$ cat config.mk
export PLATFORM = sky130hd
export DESIGN_NAME = epd_divider
export DESIGN_NICKNAME = d
export VERILOG_FILES = /design/src/rtl/epd_pkg.sv /design/src/rtl/epd_quad_gen.sv /design/src/rtl/epd_divider.sv
export SDC_FILE = /design/constraint.sdc
export NUM_CORES = 1
export LEC_CHECK = 0
export ABC_AREA = 0
export BUFFER_PORTS_ARGS = -buffer_cell sky130_fd_sc_hd__buf_2
export CORE_MARGIN = 10
export CORE_UTILIZATION = 45
export CTS_BUF_LIST = sky130_fd_sc_hd__clkbuf_2
export CTS_CLUSTER_SIZE = 20
export DETAILED_ROUTE_END_ITERATION = 6
export PLACE_DENSITY_LB_ADDON = 0.2
export SLEW_MARGIN = 10
export SYNTH_ARGS = -nofsm -noshare
export SYNTH_HDL_FRONTEND = slang
export SYNTH_SLANG_ARGS = --single-unit
$ cat constraint.sdc
create_clock -name hclk -period 6.1 [get_ports hclk]
set_input_delay 1.83 -clock hclk [delete_from_list [all_inputs] [get_ports hclk]]
set_output_delay 1.83 -clock hclk [all_outputs]
set_load 0.01 [all_outputs]
$ cat src/rtl/epd_pkg.sv
package epd_pkg;

    // Register byte offsets
    localparam logic [7:0] REG_NUMERATOR = 8'h00;
    localparam logic [7:0] REG_DENOMINATOR = 8'h04;
    localparam logic [7:0] REG_LOGIC_SOURCE = 8'h08;
    localparam logic [7:0] REG_SCALE_Z_INTERVAL = 8'h0c;
    localparam logic [7:0] REG_STATUS = 8'h10;
    localparam logic [7:0] REG_PENDING = 8'h14;

    localparam int CFG_W = 16;
    localparam int ACC_W = 24;
    localparam int PEND_W = 16;

    // Field positions of the logic/source register
    localparam int SEL_REVERSE_B_BIT = 0;
    localparam int SEL_SOURCE_SCALE_BIT = 1;
    // Field positions of the status register
    localparam int STAT_Z_SEEN_BIT = 0;
    localparam int STAT_ALIGNED_BIT = 1;
    localparam int STAT_RES_LSB = 16;

    localparam logic [CFG_W-1:0] NUMERATOR_RESET = 16'h0001;
    localparam logic [CFG_W-1:0] DENOMINATOR_RESET = 16'h0001;
    localparam logic [1:0] LOGIC_SOURCE_RESET = 2'h0;
    localparam logic [CFG_W-1:0] SCALE_Z_INTERVAL_RESET = 16'h0000;

    // Output edge rate ceiling, counted after quadrupling
    localparam longint CLK_HZ = 100_000_000;
    localparam longint MAX_EDGE_RATE_CPS = 4_000_000;
    localparam int EDGE_GAP_CYCLES = int'((CLK_HZ + MAX_EDGE_RATE_CPS - 1) / MAX_EDGE_RATE_CPS);
    localparam int GAP_W = 5;

    localparam logic [1:0] HTRANS_NONSEQ = 2'h2;

    typedef struct packed {
        logic [CFG_W-1:0] numerator;
        logic [CFG_W-1:0] denominator;
        logic reverse_b;
        logic source_scale;
        logic [CFG_W-1:0] scale_z_interval;
    } epd_cfg_s;

    typedef struct packed {
        logic a;
        logic b;
    } epd_quad_s;

endpackage

$ cat src/rtl/epd_quad_gen.sv
`timescale 1ns/100ps
module epd_quad_gen (
    input wire logic hclk,
    input wire logic hresetn,
    input wire logic step_valid,
    input wire logic step_fwd,
    output logic step_ready,
    output logic a_rise,
    output logic a_fall,
    output epd_pkg::epd_quad_s quad
);

    logic [1:0] phase;
    logic [1:0] next_phase;
    logic [epd_pkg::GAP_W-1:0] gap;
    logic [epd_pkg::GAP_W-1:0] next_gap;

    assign step_ready = (gap == '0);

    always_comb begin
        next_phase = phase;
        next_gap = gap;
        if (gap != '0) begin
            next_gap = gap - 1'b1;
        end
        // One edge on A or B per step, direction picks the lead
        if (step_valid && step_ready) begin
            next_phase = step_fwd ? phase + 2'h1 : phase - 2'h1; // [RULE10]
            next_gap = epd_pkg::GAP_W'(epd_pkg::EDGE_GAP_CYCLES - 1); // [RULE5]
        end
    end

    assign a_rise = !phase[1] && next_phase[1];
    assign a_fall = phase[1] && !next_phase[1];

    always_ff @(posedge hclk or negedge hresetn) begin
        if (!hresetn) begin
            phase <= 2'h0;
            gap <= '0;
        end else begin
            phase <= next_phase;
            gap <= next_gap;
        end
    end

    // Gray sequence 00,01,11,10 on (A,B)
    assign quad.a = phase[1];
    assign quad.b = phase[1] ^ phase[0];

endmodule

$ cat src/rtl/epd_divider.sv
// Chosen here: the AHB-Lite interface to the registers and the placing of the registers.
`timescale 1ns/100ps
// Function
// (RULE1) Divided encoder or scale position appears as A, B, Z differential outputs.
// (RULE2) Output rate scaled by separate numerator and denominator settings.
// (RULE3) One setting picks A/B logic relation and encoder or scale source.
// (RULE4) Scale source emits Z every programmed scale Z-interval of counts.
// (RULE5) Output edges never exceed 4 million per second after quadrupling.
// (RULE6) Z also driven on a separate single-ended open-collector output.
// (RULE7) Encoder source, resolution multiple of four: Z aligned to A high.
// (RULE8) Encoder source, other resolution: Z one output count wide, unaligned.
// (RULE9) Outputs irregular until first Z; host waits one revolution first.
// (RULE10) A/B stay in quadrature, one edge per count, direction sets lead.
module epd_divider (
    input wire logic hclk,
    input wire logic hresetn,
    input wire logic hsel,
    input wire logic [31:0] haddr,
    input wire logic [1:0] htrans,
    input wire logic hwrite,
    input wire logic [2:0] hsize,
    input wire logic [31:0] hwdata,
    input wire logic hready,
    output logic hreadyout,
    output logic hresp,
    output logic [31:0] hrdata,
    input wire logic enc_step,
    input wire logic enc_fwd,
    input wire logic enc_index,
    input wire logic scale_step,
    input wire logic scale_fwd,
    output logic phase_a_out_p,
    output logic phase_a_out_n,
    output logic phase_b_out_p,
    output logic phase_b_out_n,
    output logic phase_z_out_p,
    output logic phase_z_out_n,
    output logic phase_z_open_collector_o,
    output logic phase_z_open_collector_oe
);

    // Bus slave
    epd_pkg::epd_cfg_s cfg;
    epd_pkg::epd_cfg_s next_cfg;
    logic dp_write;
    logic next_dp_write;
    logic [7:0] dp_addr;
    logic [7:0] next_dp_addr;
    logic [31:0] next_hrdata;
    logic addr_phase;
    logic [31:0] status_word;
    logic [31:0] pending_word;

    // Division and output state
    logic signed [epd_pkg::ACC_W-1:0] acc;
    logic signed [epd_pkg::ACC_W-1:0] next_acc;
    logic signed [epd_pkg::PEND_W-1:0] pending;
    logic signed [epd_pkg::PEND_W-1:0] next_pending;
    logic z;
    logic next_z;
    logic z_arm;
    logic next_z_arm;
    logic z_seen;
    logic next_z_seen;
    logic [epd_pkg::CFG_W-1:0] res_cnt;
    logic [epd_pkg::CFG_W-1:0] next_res_cnt;
    logic [epd_pkg::CFG_W-1:0] res_last;
    logic [epd_pkg::CFG_W-1:0] next_res_last;
    logic [epd_pkg::CFG_W-1:0] scale_cnt;
    logic [epd_pkg::CFG_W-1:0] next_scale_cnt;

    logic in_step;
    logic in_fwd;
    logic signed [epd_pkg::ACC_W-1:0] num_s;
    logic signed [epd_pkg::ACC_W-1:0] den_s;
    logic step_valid;
    logic step_ready;
    logic step_fire;
    logic a_rise;
    logic a_fall;
    logic aligned_mode;
    epd_pkg::epd_quad_s quad;
    logic next_phase_a_out_p;
    logic next_phase_a_out_n;
    logic next_phase_b_out_p;
    logic next_phase_b_out_n;
    logic next_phase_z_out_p;
    logic next_phase_z_out_n;
    logic next_phase_z_open_collector_oe;

    assign hreadyout = 1'b1;
    assign hresp = 1'b0;
    assign addr_phase = hsel && hready && (htrans == epd_pkg::HTRANS_NONSEQ || htrans[1]);

    assign status_word = {res_last, 14'h0000, aligned_mode, z_seen};
    assign pending_word = {{(32 - epd_pkg::PEND_W){pending[epd_pkg::PEND_W-1]}}, pending};

    always_comb begin
        next_cfg = cfg;
        next_dp_write = addr_phase && hwrite;
        next_dp_addr = addr_phase ? haddr[7:0] : dp_addr;
        next_hrdata = hrdata;
        if (dp_write) begin
            unique case (dp_addr)
                epd_pkg::REG_NUMERATOR: next_cfg.numerator = hwdata[epd_pkg::CFG_W-1:0]; // [RULE2]
                epd_pkg::REG_DENOMINATOR: next_cfg.denominator = hwdata[epd_pkg::CFG_W-1:0];
                epd_pkg::REG_LOGIC_SOURCE: begin
                    next_cfg.reverse_b = hwdata[epd_pkg::SEL_REVERSE_B_BIT]; // [RULE3]
                    next_cfg.source_scale = hwdata[epd_pkg::SEL_SOURCE_SCALE_BIT];
                end
                epd_pkg::REG_SCALE_Z_INTERVAL: begin
                    next_cfg.scale_z_interval = hwdata[epd_pkg::CFG_W-1:0]; // [RULE4]
                end
                default: begin
                end
            endcase
        end
        if (addr_phase && !hwrite) begin
            unique case (haddr[7:0])
                epd_pkg::REG_NUMERATOR: next_hrdata = {16'h0000, cfg.numerator};
                epd_pkg::REG_DENOMINATOR: next_hrdata = {16'h0000, cfg.denominator};
                epd_pkg::REG_LOGIC_SOURCE: begin
                    next_hrdata = {30'h00000000, cfg.source_scale, cfg.reverse_b};
                end
                epd_pkg::REG_SCALE_Z_INTERVAL: next_hrdata = {16'h0000, cfg.scale_z_interval};
                epd_pkg::REG_STATUS: next_hrdata = status_word;
                epd_pkg::REG_PENDING: next_hrdata = pending_word;
                default: next_hrdata = 32'h00000000;
            endcase
        end else if (addr_phase) begin
            next_hrdata = 32'h00000000;
        end
    end

    always_ff @(posedge hclk or negedge hresetn) begin
        if (!hresetn) begin
            cfg.numerator <= epd_pkg::NUMERATOR_RESET;
            cfg.denominator <= epd_pkg::DENOMINATOR_RESET;
            cfg.reverse_b <= epd_pkg::LOGIC_SOURCE_RESET[epd_pkg::SEL_REVERSE_B_BIT];
            cfg.source_scale <= epd_pkg::LOGIC_SOURCE_RESET[epd_pkg::SEL_SOURCE_SCALE_BIT];
            cfg.scale_z_interval <= epd_pkg::SCALE_Z_INTERVAL_RESET;
            dp_write <= 1'b0;
            dp_addr <= 8'h00;
            hrdata <= 32'h00000000;
        end else begin
            cfg <= next_cfg;
            dp_write <= next_dp_write;
            dp_addr <= next_dp_addr;
            hrdata <= next_hrdata;
        end
    end

    // Source select and fractional division
    assign in_step = cfg.source_scale ? scale_step : enc_step; // [RULE3]
    assign in_fwd = cfg.source_scale ? scale_fwd : enc_fwd;
    assign num_s = $signed({{(epd_pkg::ACC_W - epd_pkg::CFG_W){1'b0}}, cfg.numerator});
    assign den_s = (cfg.denominator == '0) ?
        epd_pkg::ACC_W'(1) :
        $signed({{(epd_pkg::ACC_W - epd_pkg::CFG_W){1'b0}}, cfg.denominator});

    assign step_valid = (pending != '0);
    assign step_fire = step_valid && step_ready;

    always_comb begin
        next_acc = acc;
        next_pending = pending;
        // Each input count adds or subtracts the numerator, each count moved into the backlog removes a denominator
        if (in_step) begin
            next_acc = in_fwd ? acc + num_s : acc - num_s; // [RULE2]
        end
        if (acc >= den_s && pending != {1'b0, {(epd_pkg::PEND_W-1){1'b1}}}) begin
            next_acc = next_acc - den_s;
            next_pending = next_pending + 1'b1;
        end else if (acc <= -den_s && pending != {1'b1, {(epd_pkg::PEND_W-1){1'b0}}}) begin
            next_acc = next_acc + den_s;
            next_pending = next_pending - 1'b1;
        end
        // Backlog drains at the capped edge rate
        if (step_fire) begin
            next_pending = pending[epd_pkg::PEND_W-1] ? next_pending + 1'b1 :
                next_pending - 1'b1; // [RULE5]
        end
    end

    always_ff @(posedge hclk or negedge hresetn) begin
        if (!hresetn) begin
            acc <= '0;
            pending <= '0;
        end else begin
            acc <= next_acc;
            pending <= next_pending;
        end
    end

    epd_quad_gen u_quad (
        .hclk(hclk),
        .hresetn(hresetn),
        .step_valid(step_valid),
        .step_fwd(!pending[epd_pkg::PEND_W-1]),
        .step_ready(step_ready),
        .a_rise(a_rise),
        .a_fall(a_fall),
        .quad(quad)
    );

    // Z generation
    assign aligned_mode = z_seen && (res_last[1:0] == 2'h0);

    always_comb begin
        next_z = z;
        next_z_arm = z_arm;
        next_z_seen = z_seen;
        next_res_cnt = res_cnt;
        next_res_last = res_last;
        next_scale_cnt = scale_cnt;
        if (step_fire) begin
            next_res_cnt = res_cnt + 1'b1;
        end
        if (cfg.source_scale) begin
            next_z_arm = 1'b0;
            if (step_fire) begin
                next_z = 1'b0;
                if (cfg.scale_z_interval != '0) begin
                    if (scale_cnt >= cfg.scale_z_interval - 1'b1) begin
                        next_scale_cnt = '0;
                        next_z = 1'b1; // [RULE4]
                    end else begin
                        next_scale_cnt = scale_cnt + 1'b1;
                    end
                end
            end
        end else begin
            next_scale_cnt = '0;
            if (aligned_mode) begin
                if (z_arm && a_rise) begin
                    next_z = 1'b1; // [RULE7]
                    next_z_arm = 1'b0;
                end else if (z && a_fall) begin
                    next_z = 1'b0; // [RULE7]
                end
            end else if (step_fire) begin
                if (z_arm) begin
                    next_z = 1'b1; // [RULE8]
                    next_z_arm = 1'b0;
                end else begin
                    next_z = 1'b0; // [RULE8]
                end
            end
            // Index sets win over the clears above
            if (enc_index) begin
                next_z_arm = 1'b1;
                next_z_seen = 1'b1; // [RULE9]
                next_res_last = res_cnt;
                next_res_cnt = step_fire ? epd_pkg::CFG_W'(1) : '0;
            end
        end
    end

    always_ff @(posedge hclk or negedge hresetn) begin
        if (!hresetn) begin
            z <= 1'b0;
            z_arm <= 1'b0;
            z_seen <= 1'b0;
            res_cnt <= '0;
            res_last <= '0;
            scale_cnt <= '0;
        end else begin
            z <= next_z;
            z_arm <= next_z_arm;
            z_seen <= next_z_seen;
            res_cnt <= next_res_cnt;
            res_last <= next_res_last;
            scale_cnt <= next_scale_cnt;
        end
    end

    // Pins registered so both wires of a pair switch on the same edge
    always_comb begin
        next_phase_a_out_p = quad.a; // [RULE1]
        next_phase_a_out_n = !quad.a;
        next_phase_b_out_p = quad.b ^ cfg.reverse_b; // [RULE3]
        next_phase_b_out_n = !(quad.b ^ cfg.reverse_b);
        next_phase_z_out_p = z; // [RULE1]
        next_phase_z_out_n = !z;
        next_phase_z_open_collector_oe = z; // [RULE6]
    end

    always_ff @(posedge hclk or negedge hresetn) begin
        if (!hresetn) begin
            phase_a_out_p <= 1'b0;
            phase_a_out_n <= 1'b1;
            phase_b_out_p <= epd_pkg::LOGIC_SOURCE_RESET[epd_pkg::SEL_REVERSE_B_BIT];
            phase_b_out_n <= !epd_pkg::LOGIC_SOURCE_RESET[epd_pkg::SEL_REVERSE_B_BIT];
            phase_z_out_p <= 1'b0;
            phase_z_out_n <= 1'b1;
            phase_z_open_collector_oe <= 1'b0;
        end else begin
            phase_a_out_p <= next_phase_a_out_p;
            phase_a_out_n <= next_phase_a_out_n;
            phase_b_out_p <= next_phase_b_out_p;
            phase_b_out_n <= next_phase_b_out_n;
            phase_z_out_p <= next_phase_z_out_p;
            phase_z_out_n <= next_phase_z_out_n;
            phase_z_open_collector_oe <= next_phase_z_open_collector_oe;
        end
    end

    assign phase_z_open_collector_o = 1'b0;

endmodule

# Word-level counts from Yosys, hierarchy flattened
# Cells that the tools add are included.
[word_totals] word_cells=139 regBits=195 input_bits=79 output_inout_bits=42
[op_classes] eq_ne=15 n_mux=40 addsub=15 n_lt_le_gt_ge=3 n_bitwise=3 n_reduce_logical=38
[op_table] operator="two-way mux 16 bit" n=12
[op_table] operator="one-hot mux 32 bit (6 select lines)" n=1
[op_table] operator="two-way mux 24 bit" n=4
[op_table] operator="adder 16 x 1 -> 16 bit, second input constant" n=4
[op_table] operator="two-way mux 32 bit" n=2
[op_table] operator="adder 24 x 17 -> 24 bit" n=2
[op_table] operator="subtractor 16 x 1 -> 16 bit, second input constant" n=3
[op_table] operator="subtractor 24 x 17 -> 24 bit" n=2
[op_table] operator="equality test 8 x 4 -> 1 bit, second input constant" n=4
[op_table] operator="nonzero test 16 bit" n=2
[op_table] operator="greater-or-equal comparator 24 x 17 -> 1 bit" n=1
[op_table] operator="less-or-equal comparator 24 bit" n=1
[op_table] operator="negation 16 -> 24 bit" n=1
[op_table] operator="two-way mux 1 bit" n=17
[op_table] operator="equality test 8 x 3 -> 1 bit, second input constant" n=2
[op_table] operator="equality test 8 x 5 -> 1 bit, second input constant" n=2
[op_table] operator="greater-or-equal comparator 16 bit" n=1
[op_table] operator="zero test 16 bit" n=1
[op_table] operator="zero test 8 bit" n=2
[op_table] operator="inequality test 16 x 15 -> 1 bit, second input constant" n=1
[op_table] operator="inequality test 16 bit, second input constant" n=1
[op_table] operator="AND reduction 2 bit" n=7
[op_table] operator="logical AND 1 bit" n=12
[op_table] operator="two-way mux 5 bit" n=2
[op_table] operator="18 further kinds" n=27

# Logic depth before layout (Yosys ltp)
# Gate-level depths: netlist of the first run.
[depth] ltp_word=10 depth_mapped=33 ltp_nobuf=32

# Modules after synthesis
# From an unflattened synthesis of the first run, not the netlist that was laid out.
[unflattened] hier_cells=1702 area_unflattened_um2=15072.0
[by_module_without_submodules] module="epd_divider" area_per_inst_um2=14711.6 cells_each=1668 instances=1 seq_area_each_um2=4710.8
[by_module_without_submodules] module="epd_quad_gen" area_per_inst_um2=360.3 cells_each=34 instances=1 seq_area_each_um2=175.2

# Worst setup path after synthesis of the first run
# OpenSTA, ideal clock, no wires.
[synth_timing] path_type="flip-flop to flip-flop" start="register cfg[25] in the netlist's numbering" end="register pending[13] in the netlist's numbering" slack_ns=-0.443 arrival_time_ns=6.423 path_buffers=1 path_stages_with_launch=31 setup_time_ns=0.120 path_cell_list="dfrtp_1 > inv_1 > nand3_1 > nor3_1 > and4_1 > or3_1 > nor4_1 > nand2_1 > nor2_1 > xnor2_1 > ha_1 > a21oi_1 > o221ai_1 > a211oi_1 > o21ai_0 > or3_1 > and2_1 > nand3_1 > clkbuf_1 > o32ai_1 > xnor2_1 > ha_1 > a21o_1 > a21o_1 > a21o_1 > a21o_1 > a21o_1 > o311a_1 > o31a_1 > or3_1 > a31o_1"
[synth_via] elab_chain_len=10 elab_cells_between_ends=13 cone_classes="3 x add/sub; 2 x order compare; 5 x mux; 3 x reduce/logical"
[synth_rtl] element="start: declaration" line="epd_divider.sv:43" rtl="epd_pkg::epd_cfg_s cfg;"
[synth_rtl] element="start signal: assignment" line="epd_divider.sv:146" rtl="cfg <= next_cfg;"
[synth_rtl] element="zero test 16 bit" line="epd_divider.sv:157" rtl="assign den_s = (cfg.denominator == '0) ?"
[synth_rtl] element="two-way mux 16 bit *" line="epd_divider.sv:157"
[synth_rtl] element="negation 16 -> 24 bit" line="epd_divider.sv:174" rtl="end else if (acc <= -den_s && pending != {1'b1, {(epd_pkg::PEND_W-1){1'b0}}}) begin"
[synth_rtl] element="less-or-equal comparator 24 bit" line="epd_divider.sv:174"
[synth_rtl] element="logical AND 1 bit" line="epd_divider.sv:174"
[synth_rtl] element="two-way mux 16 bit" line="epd_divider.sv:174"
[synth_rtl] element="two-way mux 16 bit *" line="epd_divider.sv:171" rtl="if (acc >= den_s && pending != {1'b0, {(epd_pkg::PEND_W-1){1'b1}}}) begin"
[synth_rtl] element="subtractor 16 x 1 -> 16 bit / adder 16 x 1 -> 16 bit (equally long branches)" line="epd_divider.sv:181, epd_divider.sv:180"
[synth_rtl] element="two-way mux 16 bit" line="epd_divider.sv:180" rtl="next_pending = pending[epd_pkg::PEND_W-1] ? next_pending + 1'b1 :"
[synth_rtl] element="two-way mux 16 bit *" line="epd_divider.sv:179" rtl="if (step_fire) begin"
[synth_rtl] element="net next_pending, one bit" line="epd_divider.sv:58" rtl="logic signed [epd_pkg::PEND_W-1:0] next_pending;"
[synth_rtl] element="end signal: assignment" line="epd_divider.sv:191" rtl="pending <= next_pending;"
[synth_rtl] element="end: declaration" line="epd_divider.sv:57" rtl="logic signed [epd_pkg::PEND_W-1:0] pending;"
# The timed path passes the listed nets; every way through them passes the cells marked *.
# A chain may end at the register's enable or synchronous reset.

# Worst setup path in the final report of the first run
[layout_timing] start="register cfg[32] in the netlist's numbering" end="register pending[12] in the netlist's numbering"
# Same word-level chain as after synthesis.

==> flow_metrics.py, run 1 <==
metrics = {
    "synth": {
        "synth_edf_count": 0,
        "synth_fa_ha_area_frac": 0.1184,
        "synth-simple-area-share": 0.1757,
        "syn_avg_cell_area_um2": 8.798,
        "synth-main-ff-cell": "dfrtp_1",
        "async_flop_share": 1.000,
        "synth_area_leaders": "dfrtp_1, ha_1, mux2_2",
        "synthXorXnorAreaFrac": 0.06884,
        "ys_ff_latch": 195,
        "synth_compound_area_frac": 0.1863,
        "synthCells": 1663,
        "yosysTopAreaCellShare": 0.3250,
        "synth_area_leader_cell": "dfrtp_1",
        "synth_cell_types": 77,
        "syn_area_um2": 14630,
        "ys.warnings.count": 0,
        "yosysSeqAreaShare": 0.3339,
        "synthMuxAreaShare": 0.07440,
        "synth_top_family_by_area": "compound AO/OA/AOI/OAI gates",
    },
    "routing": {
        "drt-pass1-iter-count": 6,
        "drt_iter0_drc": 760,
        "routed_wl_um": 42330,
        "ant_nets": 0,
        "routed_via_density": 5.598,
        "routed-via-count": 13200,
        "routedWlPerCell_um": 17.96,
        "drc_errors": 0,
    },
    "timing": {
        "final-max-slew-violation-count": 0,
        "fin_hold_ws_ps": 453.3,
        "relSlewSlack": 0.3178,
        "skew_ps": 29.02,
        "timing.final.crit_share": 1.010,
        "tightest_slew_ps": 1014,
        "setup_violations": 3,
        "fin_ws_ps": -60.49,
        "layout_min_cycle_time_ps": 6160,
        "rsz0062_at_grt": "yes",
        "timing.fmax_ghz": 0.1623,
        "hold_viol": 0,
    },
    "global_routing": {
        "grt_pass1_wl_um": 68050,
        "grt_pass1_vias": 13230,
        "grt_max_degree": 114,
        "antenna_found_initial": 1,
        "groute.usage.overall": 0.2053,
        "grt_overflow_total": 0,
    },
    "final_layout": {
        "layout_commonest_cell": "buf_4",
        "finalNetCount": 2123,
        "drive_above_1_share": 0.2525,
        "fill_cells": 2895,
        "layout_common_cells": "buf_4, dfrtp_1, nand2_1",
        "stdcell_count": 2357,
        "area_delta_synth_final_pct": 19.74,
    },
    "placed_design": {
        "place.gp.congestion": 0.8980,
        "dp_cells": 2294,
        "io_buffers": 73,
        "dp_hpwl_um": 32740,
    },
    "clock_network": {
        "worstSkewPairLatency_ps": 810,
        "holdBufCountCts": 0,
        "clk_path_buf_depth": 2,
        "clk_pin_slew_ps": 310,
        "cts_tree": "built",
        "cts_buffers": 17,
        "clock-root-buffer": "clkbuf_2",
        "cts_sinks": 195,
        "h-tree-depth": 4,
    },
    "floorplanning": {
        "top_level_ports": 121,
        "die_w_um": 200.3,
        "fp-row-count": 65,
        "die_area_um2": 40130,
        "die_h_um": 200.3,
        "initial_utilization": 0.4601,
        "coreArea_um2": 31800,
    },
    "worst_setup_path": {
        "start_kind": "flip-flop",
        "critPathSlowestCell": "dfrtp_1",
        "r2r_cells": 35,
        "crit_required_ps": 6840,
        "worstSetupPathType": "flip-flop to flip-flop",
        "path_max_fanout": 5,
        "cp-end-kind": "flip-flop",
        "r2r_start": "cfg[32]",
        "rrSetupSlack_ps": -60,
        "crit_top_cell": "buf_4",
        "crit_arrival_ps": 6900,
        "cpPeakStageDelay_ps": 460,
        "startpoint": "cfg[32]",
    },
    "worst_hold_path": {
        "min_from": "next_phase_z_open_collector_oe",
        "min_path_cells": 1,
        "hold_class": "flip-flop to flip-flop",
    },
    "status": {
        "status": "finished with violations",
        "failed_checks": "setup timing",
    },
    "power": {
        "p_per_area_nw_per_um2": 394.2,
        "p_leak_nw": 8.226,
        "peakVddDrop_mv": 0.2000,
    },
    "job": {
        "maxCapViolations": 0,
    },
}
-- power by group --
part	switching [mW]	internal, mW	leakage, nW
clock	0.533	0.140	0.151
combinational	2.35	2.18	5.61
sequential	0.240	1.46	2.46
-- per-stage QoR --
| stage | total power [mW] | cell area (um^2) | utilization | setup TNS [ps] | setup WS, ps |
|---|---|---|---|---|---|
| floorplan | 4.354 | 14760 | - | 0 | 1.225 |
| finish | 6.905 | 17520 | 0.5509 | -103.5 | -60.49 |
| global route | 7.487 | 17520 | 0.5509 | -1294 | -319.0 |
| detailed placement | 5.972 | 16820 | 0.5288 | -3211 | -419.3 |
| CTS | 6.798 | 17380 | 0.5466 | -97.77 | -78.36 |
| global placement | 5.878 | 16820 | 0.5288 | -3308 | -441.1 |
-- state kept, by name (all words and copies together), names as in the netlist --
register	cells
cfg	50
hrdata	32
acc	24
pending	16
res_cnt	16
res_last	16
scale_cnt	16
dp_addr	8
u_quad.gap	5
u_quad.phase	2
dp_write	1
next_phase_z_open_collector_oe	1
phase_a_out_n	1
phase_a_out_p	1
phase_b_out_n	1
phase_b_out_p	1
phase_z_open_collector_oe	1
phase_z_out_n	1
z_arm	1
z_seen	1
-- cell families after synthesis --
logic type	Yosys count
xor+xnor	115
simple gates	531
buf+inv	155
flops	195
mux	99
compound gates	430
fa+ha+maj	136
other cells	2
-- timing repair --
action	CTS	global route
buffers inserted	22	8
resized for setup	30	19
pin swaps	32	8
setup endpoints to repair	7	8
-- worst max-delay path, delay by kind of cell (launching register included) --
| family | cells | cell delay [ps] |
|---|---|---|
| adders and majority gates | 3 | 850 |
| DFF | 1 | 460 |
| and+or+nand+nor | 11 | 1470 |
| buffers and inverters | 7 | 920 |
| AOI/OAI and AO/OA | 12 | 2070 |
| xor gates and xnor gates | 2 | 270 |
-- cells in the mapped netlist, types with 6 or more instances --
library cell,count
nor2b_1,10
o21ai_0,107
o21a_1,12
or3_1,23
ha_1,132
and2_1,10
and3_1,9
and4_1,9
nand2b_1,19
a221oi_1,12
dfrtp_1,190
mux2i_1,21
mux2_2,78
o21bai_1,10
or4_1,8
o211ai_1,7
nand2_1,170
a211oi_1,9
xor2_1,44
o22ai_1,17
nor3_1,44
o221ai_1,6
a2111oi_0,6
xnor2_1,71
nor4_1,13
inv_1,78
clkbuf_1,65
a21oi_1,121
nand3_1,47
o31ai_1,14
a31oi_1,15
a21o_1,34
nand4_1,15
nor2_1,129
-- final cells by class --
class                      instances  area (um^2)  area share
multi-input combinational       1318         9477      0.5409
sequential                       195         4886      0.2789
timing repair buffer             298         2067      0.1180
tap                              435        544.3     0.03107
inverter                          78        292.8     0.01671
clock inverter                    15        165.2    0.009427
clock buffer                      17        85.08    0.004856
antenna                            1        2.502   0.0001428
-- path summary, 6_finish.rpt --
path                                      end
worst max-delay path              pending[12]
worst min-delay path            phase_z_out_n
worst max register to register    pending[12]
worst min register to register  phase_z_out_n
max in group asynchronous         res_last[4]
min in group asynchronous           hrdata[4]
-- metal layers --
layer	wire length [um]	GRT usage	up-vias
met5	0	0	-
met4	1003	0.06952	0
met3	1908	0.02692	51
met2	20660	0.3526	313
met1	18750	0.2601	6346
li1	-	-	6485
No activity file was read; power rests on OpenSTA's default activity.
==> inputs of run 2 (changes only) <==
--- a/config.mk
+++ b/config.mk
@@ -6,5 +6,5 @@
 export NUM_CORES = 1
 export LEC_CHECK = 0
-export ABC_AREA = 0
+export ABC_AREA = 1
 export BUFFER_PORTS_ARGS = -buffer_cell sky130_fd_sc_hd__buf_2
 export CORE_MARGIN = 10
@@ -18,2 +18,3 @@
 export SYNTH_HDL_FRONTEND = slang
 export SYNTH_SLANG_ARGS = --single-unit
+export TNS_END_PERCENT = 50
==> constraint.sdc (replaced) <==
create_clock -name hclk -period 6.1 [get_ports hclk]
set_input_delay 1.525 -clock hclk [delete_from_list [all_inputs] [get_ports hclk]]
set_output_delay 1.525 -clock hclk [all_outputs]
set_load 0.01 [all_outputs]
==> flow_metrics.py, run 2 <==
metrics = {
    "clock_network": {
        "cts_buffers": 17,
        "holdBufCountCts": 0,
        "clk_path_buf_depth": 2,
        "cts_tree": "built",
        "h-tree-depth": 4,
        "clock-root-buffer": "clkbuf_2",
        "cts_sinks": 195,
        "clk_pin_slew_ps": 310,
        "worstSkewPairLatency_ps": 870,
    },
    "routing": {
        "ant_nets": 0,
        "routed_wl_um": 46840,
        "routedWlPerCell_um": 17.37,
        "routed_via_density": 5.377,
        "drt_iter0_drc": 1156,
        "drc_errors": 0,
        "drt-pass1-iter-count": 6,
        "routed-via-count": 14500,
    },
    "floorplanning": {
        "die_area_um2": 41520,
        "initial_utilization": 0.4544,
        "die_h_um": 203.8,
        "top_level_ports": 121,
        "coreArea_um2": 33450,
        "fp-row-count": 67,
        "die_w_um": 203.8,
    },
    "final_layout": {
        "largest_reg_flops": 50,
        "final_util": 0.5121,
        "layout_commonest_cell": "nand2_1",
        "largest_register": "cfg",
        "fill_cells": 3360,
        "finalNetCount": 2449,
        "area_delta_synth_final_pct": 12.70,
        "layout_common_cells": "nand2_1, inv_1, dfrtp_1",
        "reg_top3": "cfg (50), hrdata (32), acc (24)",
        "drive_above_1_share": 0.1362,
    },
    "timing": {
        "fin_ws_ps": 333.3,
        "timing.final.crit_share": 0.9454,
        "layout_min_cycle_time_ps": 5767,
        "setup_violations": 0,
        "fin_hold_ws_ps": 476.7,
        "rsz0062_at_grt": "yes",
        "final-max-slew-violation-count": 0,
        "hold_viol": 0,
        "skew_ps": 47.79,
        "tightest_slew_ps": 1062,
        "relSlewSlack": 0.2900,
        "timing.fmax_ghz": 0.1734,
        "fin_tns_setup_ps": 0,
    },
    "global_routing": {
        "grt_pass1_vias": 14420,
        "grt_util_met2": 0.3893,
        "antenna_found_initial": 1,
        "met3_usage": 0.03094,
        "globalRoute.busiestLayer": "met2",
        "grt_max_degree": 152,
        "grt_overflow_total": 0,
        "use_met1": 0.2903,
        "grt_pass1_wl_um": 75820,
        "groute.usage.overall": 0.2281,
    },
    "worst_setup_path": {
        "path_delay_family": "simple AND/OR/NAND/NOR gates",
        "cpPeakStageDelay_ps": 420,
        "start_kind": "flip-flop",
        "crit_top_cell": "nand2_1",
        "crit_required_ps": 6890,
        "critPathBufInv": 4,
        "path_max_fanout": 5,
        "cp-end-kind": "flip-flop",
        "worstSetupPathType": "flip-flop to flip-flop",
        "critPathSlowestCell": "dfrtp_1",
        "crit_arrival_ps": 6560,
    },
    "power": {
        "peakVddDrop_mv": 0.2426,
        "p_sw_mw": 4.160,
        "pwr-share-comb": 0.687,
        "p_leak_nw": 8.966,
        "p_seq_frac": 0.231,
        "clkPwrFrac": 0.082,
        "p_per_area_nw_per_um2": 475.0,
        "internal_power_mw": 3.977,
        "swShare": 0.5112,
    },
    "synth": {
        "syn_avg_cell_area_um2": 7.282,
        "yosysSeqAreaShare": 0.3215,
        "synthCells": 2087,
        "synth_area_leaders": "dfrtp_1, nand2_1, ha_1",
        "synth_cell_types": 63,
        "synth_common_cells": "nand2_1, inv_1, dfrtp_1",
        "synth-main-ff-cell": "dfrtp_1",
        "ys_ff_latch": 195,
        "ys.warnings.count": 0,
        "async_flop_share": 1.000,
        "synth.most_common_cell": "nand2_1",
        "syn_area_um2": 15200,
        "synth_area_leader_cell": "dfrtp_1",
        "yosysTopAreaCellShare": 0.3128,
        "synth_edf_count": 0,
    },
    "worst_hold_path": {
        "hold_class": "flip-flop to flip-flop",
    },
    "placed_design": {
        "io_buffers": 73,
        "place_ws_ps": 8.817,
        "dp_hpwl_um": 37410,
        "place.gp.congestion": 0.9544,
    },
    "job": {
        "maxCapViolations": 0,
    },
    "status": {
        "status": "complete, no violations",
    },
}
[run 2: cell types whose count changed after synthesis, sizes merged, moves of 19 or more]
cell,previous run,this run
inv,78,239
mux2,78,3
mux2i,21,1
nand2,170,467
nand2b,19,0
nand3,48,112
nand4,15,34
nor2,129,186
o21ai,113,186
or3,25,0
xnor2,71,15
xor2,44,101
[run 2: area by class of cell]
class / count / area (um^2) / area share
inverters: 240 / 900.9 / 0.05259
well taps: 448 / 560.5 / 0.03272
clock buffers: 18 / 90.09 / 0.005259
clock inverters: 14 / 151.4 / 0.008839
repair buffers: 196 / 1310 / 0.07648
diodes: 1 / 2.502 / 0.0001461
multi-input cells: 1584 / 9228 / 0.5387
flip-flops and latches: 195 / 4886 / 0.2852
[run 2: worst reg2reg max path: cells and delay by family, from the launching register on]
kind	cells	cell delay (ps)
flops	1	420
buf+inv	4	390
simple gates	22	2610
xor+xnor	3	500
compound gates	7	1020
fa+ha+maj	3	760
[run 2: final timing paths]
| kind | to | slack (ps) | depth (start not counted) | start |
|---|---|---|---|---|
| setup / recovery | pending[14] | 330 | 39 | cfg[23] |
| setup reg to reg | pending[14] | 330 | 39 | cfg[23] |
| max in group asynchronous | pending[5] | 4360 | 2 | hresetn |
| hold / removal | phase_z_open_collector_oe | 480 | 0 | next_phase_z_open_collector_oe |
| hold reg to reg | phase_z_open_collector_oe | 480 | 0 | next_phase_z_open_collector_oe |
| min in group asynchronous | acc[5] | 540 | 1 | hresetn |
[run 2: per-stage QoR]
stage	instance area (um^2)	cells	power, mW
after floorplan	15220	2092	5.470
after global placement	16740	2657	7.182
after detailed placement	16740	2657	7.271
after CTS	16980	2689	7.969
after global routing	17130	2696	8.955
final	17130	2696	8.137
[run 2: kinds of logic (layout without fill, tap and decap cells)]
logic type / count (synthesis) / in the layout / share of synthesized area
AO/OA/AOI/OAI: 431 / 431 / 0.1595
XOR/XNOR: 116 / 116 / 0.06685
adder cells (fa/ha/maj): 136 / 136 / 0.1139
buffers and inverters: 313 / 468 / 0.08010
flip-flops: 195 / 195 / 0.3215
multiplexers: 4 / 4 / 0.002881
other: 2 / 8 / 0.0004941
AND/OR/NAND/NOR: 890 / 890 / 0.2547
[run 2: per-layer routing]
| layer | vias to the layer above | wire length (um) |
|---|---|---|
| li1 | 7223 | - |
| met1 | 6821 | 20650 |
| met2 | 378 | 22610 |
| met3 | 75 | 2309 |
| met4 | 0 | 1264 |
| met5 | - | 0 |
[run 2: power by group through the flow]
stage | Combinational, mW | Sequential [mW] | Clock, mW
2_1_floorplan | 3.67 | 1.80 | 0
3_3_place_gp | 5.29 | 1.89 | 0
3_5_place_dp | 5.37 | 1.90 | 0
4_1_cts | 5.41 | 1.88 | 0.687
5_1_grt | 6.29 | 1.93 | 0.741
6_report | 5.59 | 1.88 | 0.666
[run 2: what timing repair did]
| item | in CTS | in global routing |
|---|---|---|
| gates resized for setup | 0 | 25 |
| endpoints found under the setup margin | 0 | 8 |
| buffers inserted | 0 | 6 |
| hold endpoints to repair | 0 | 0 |
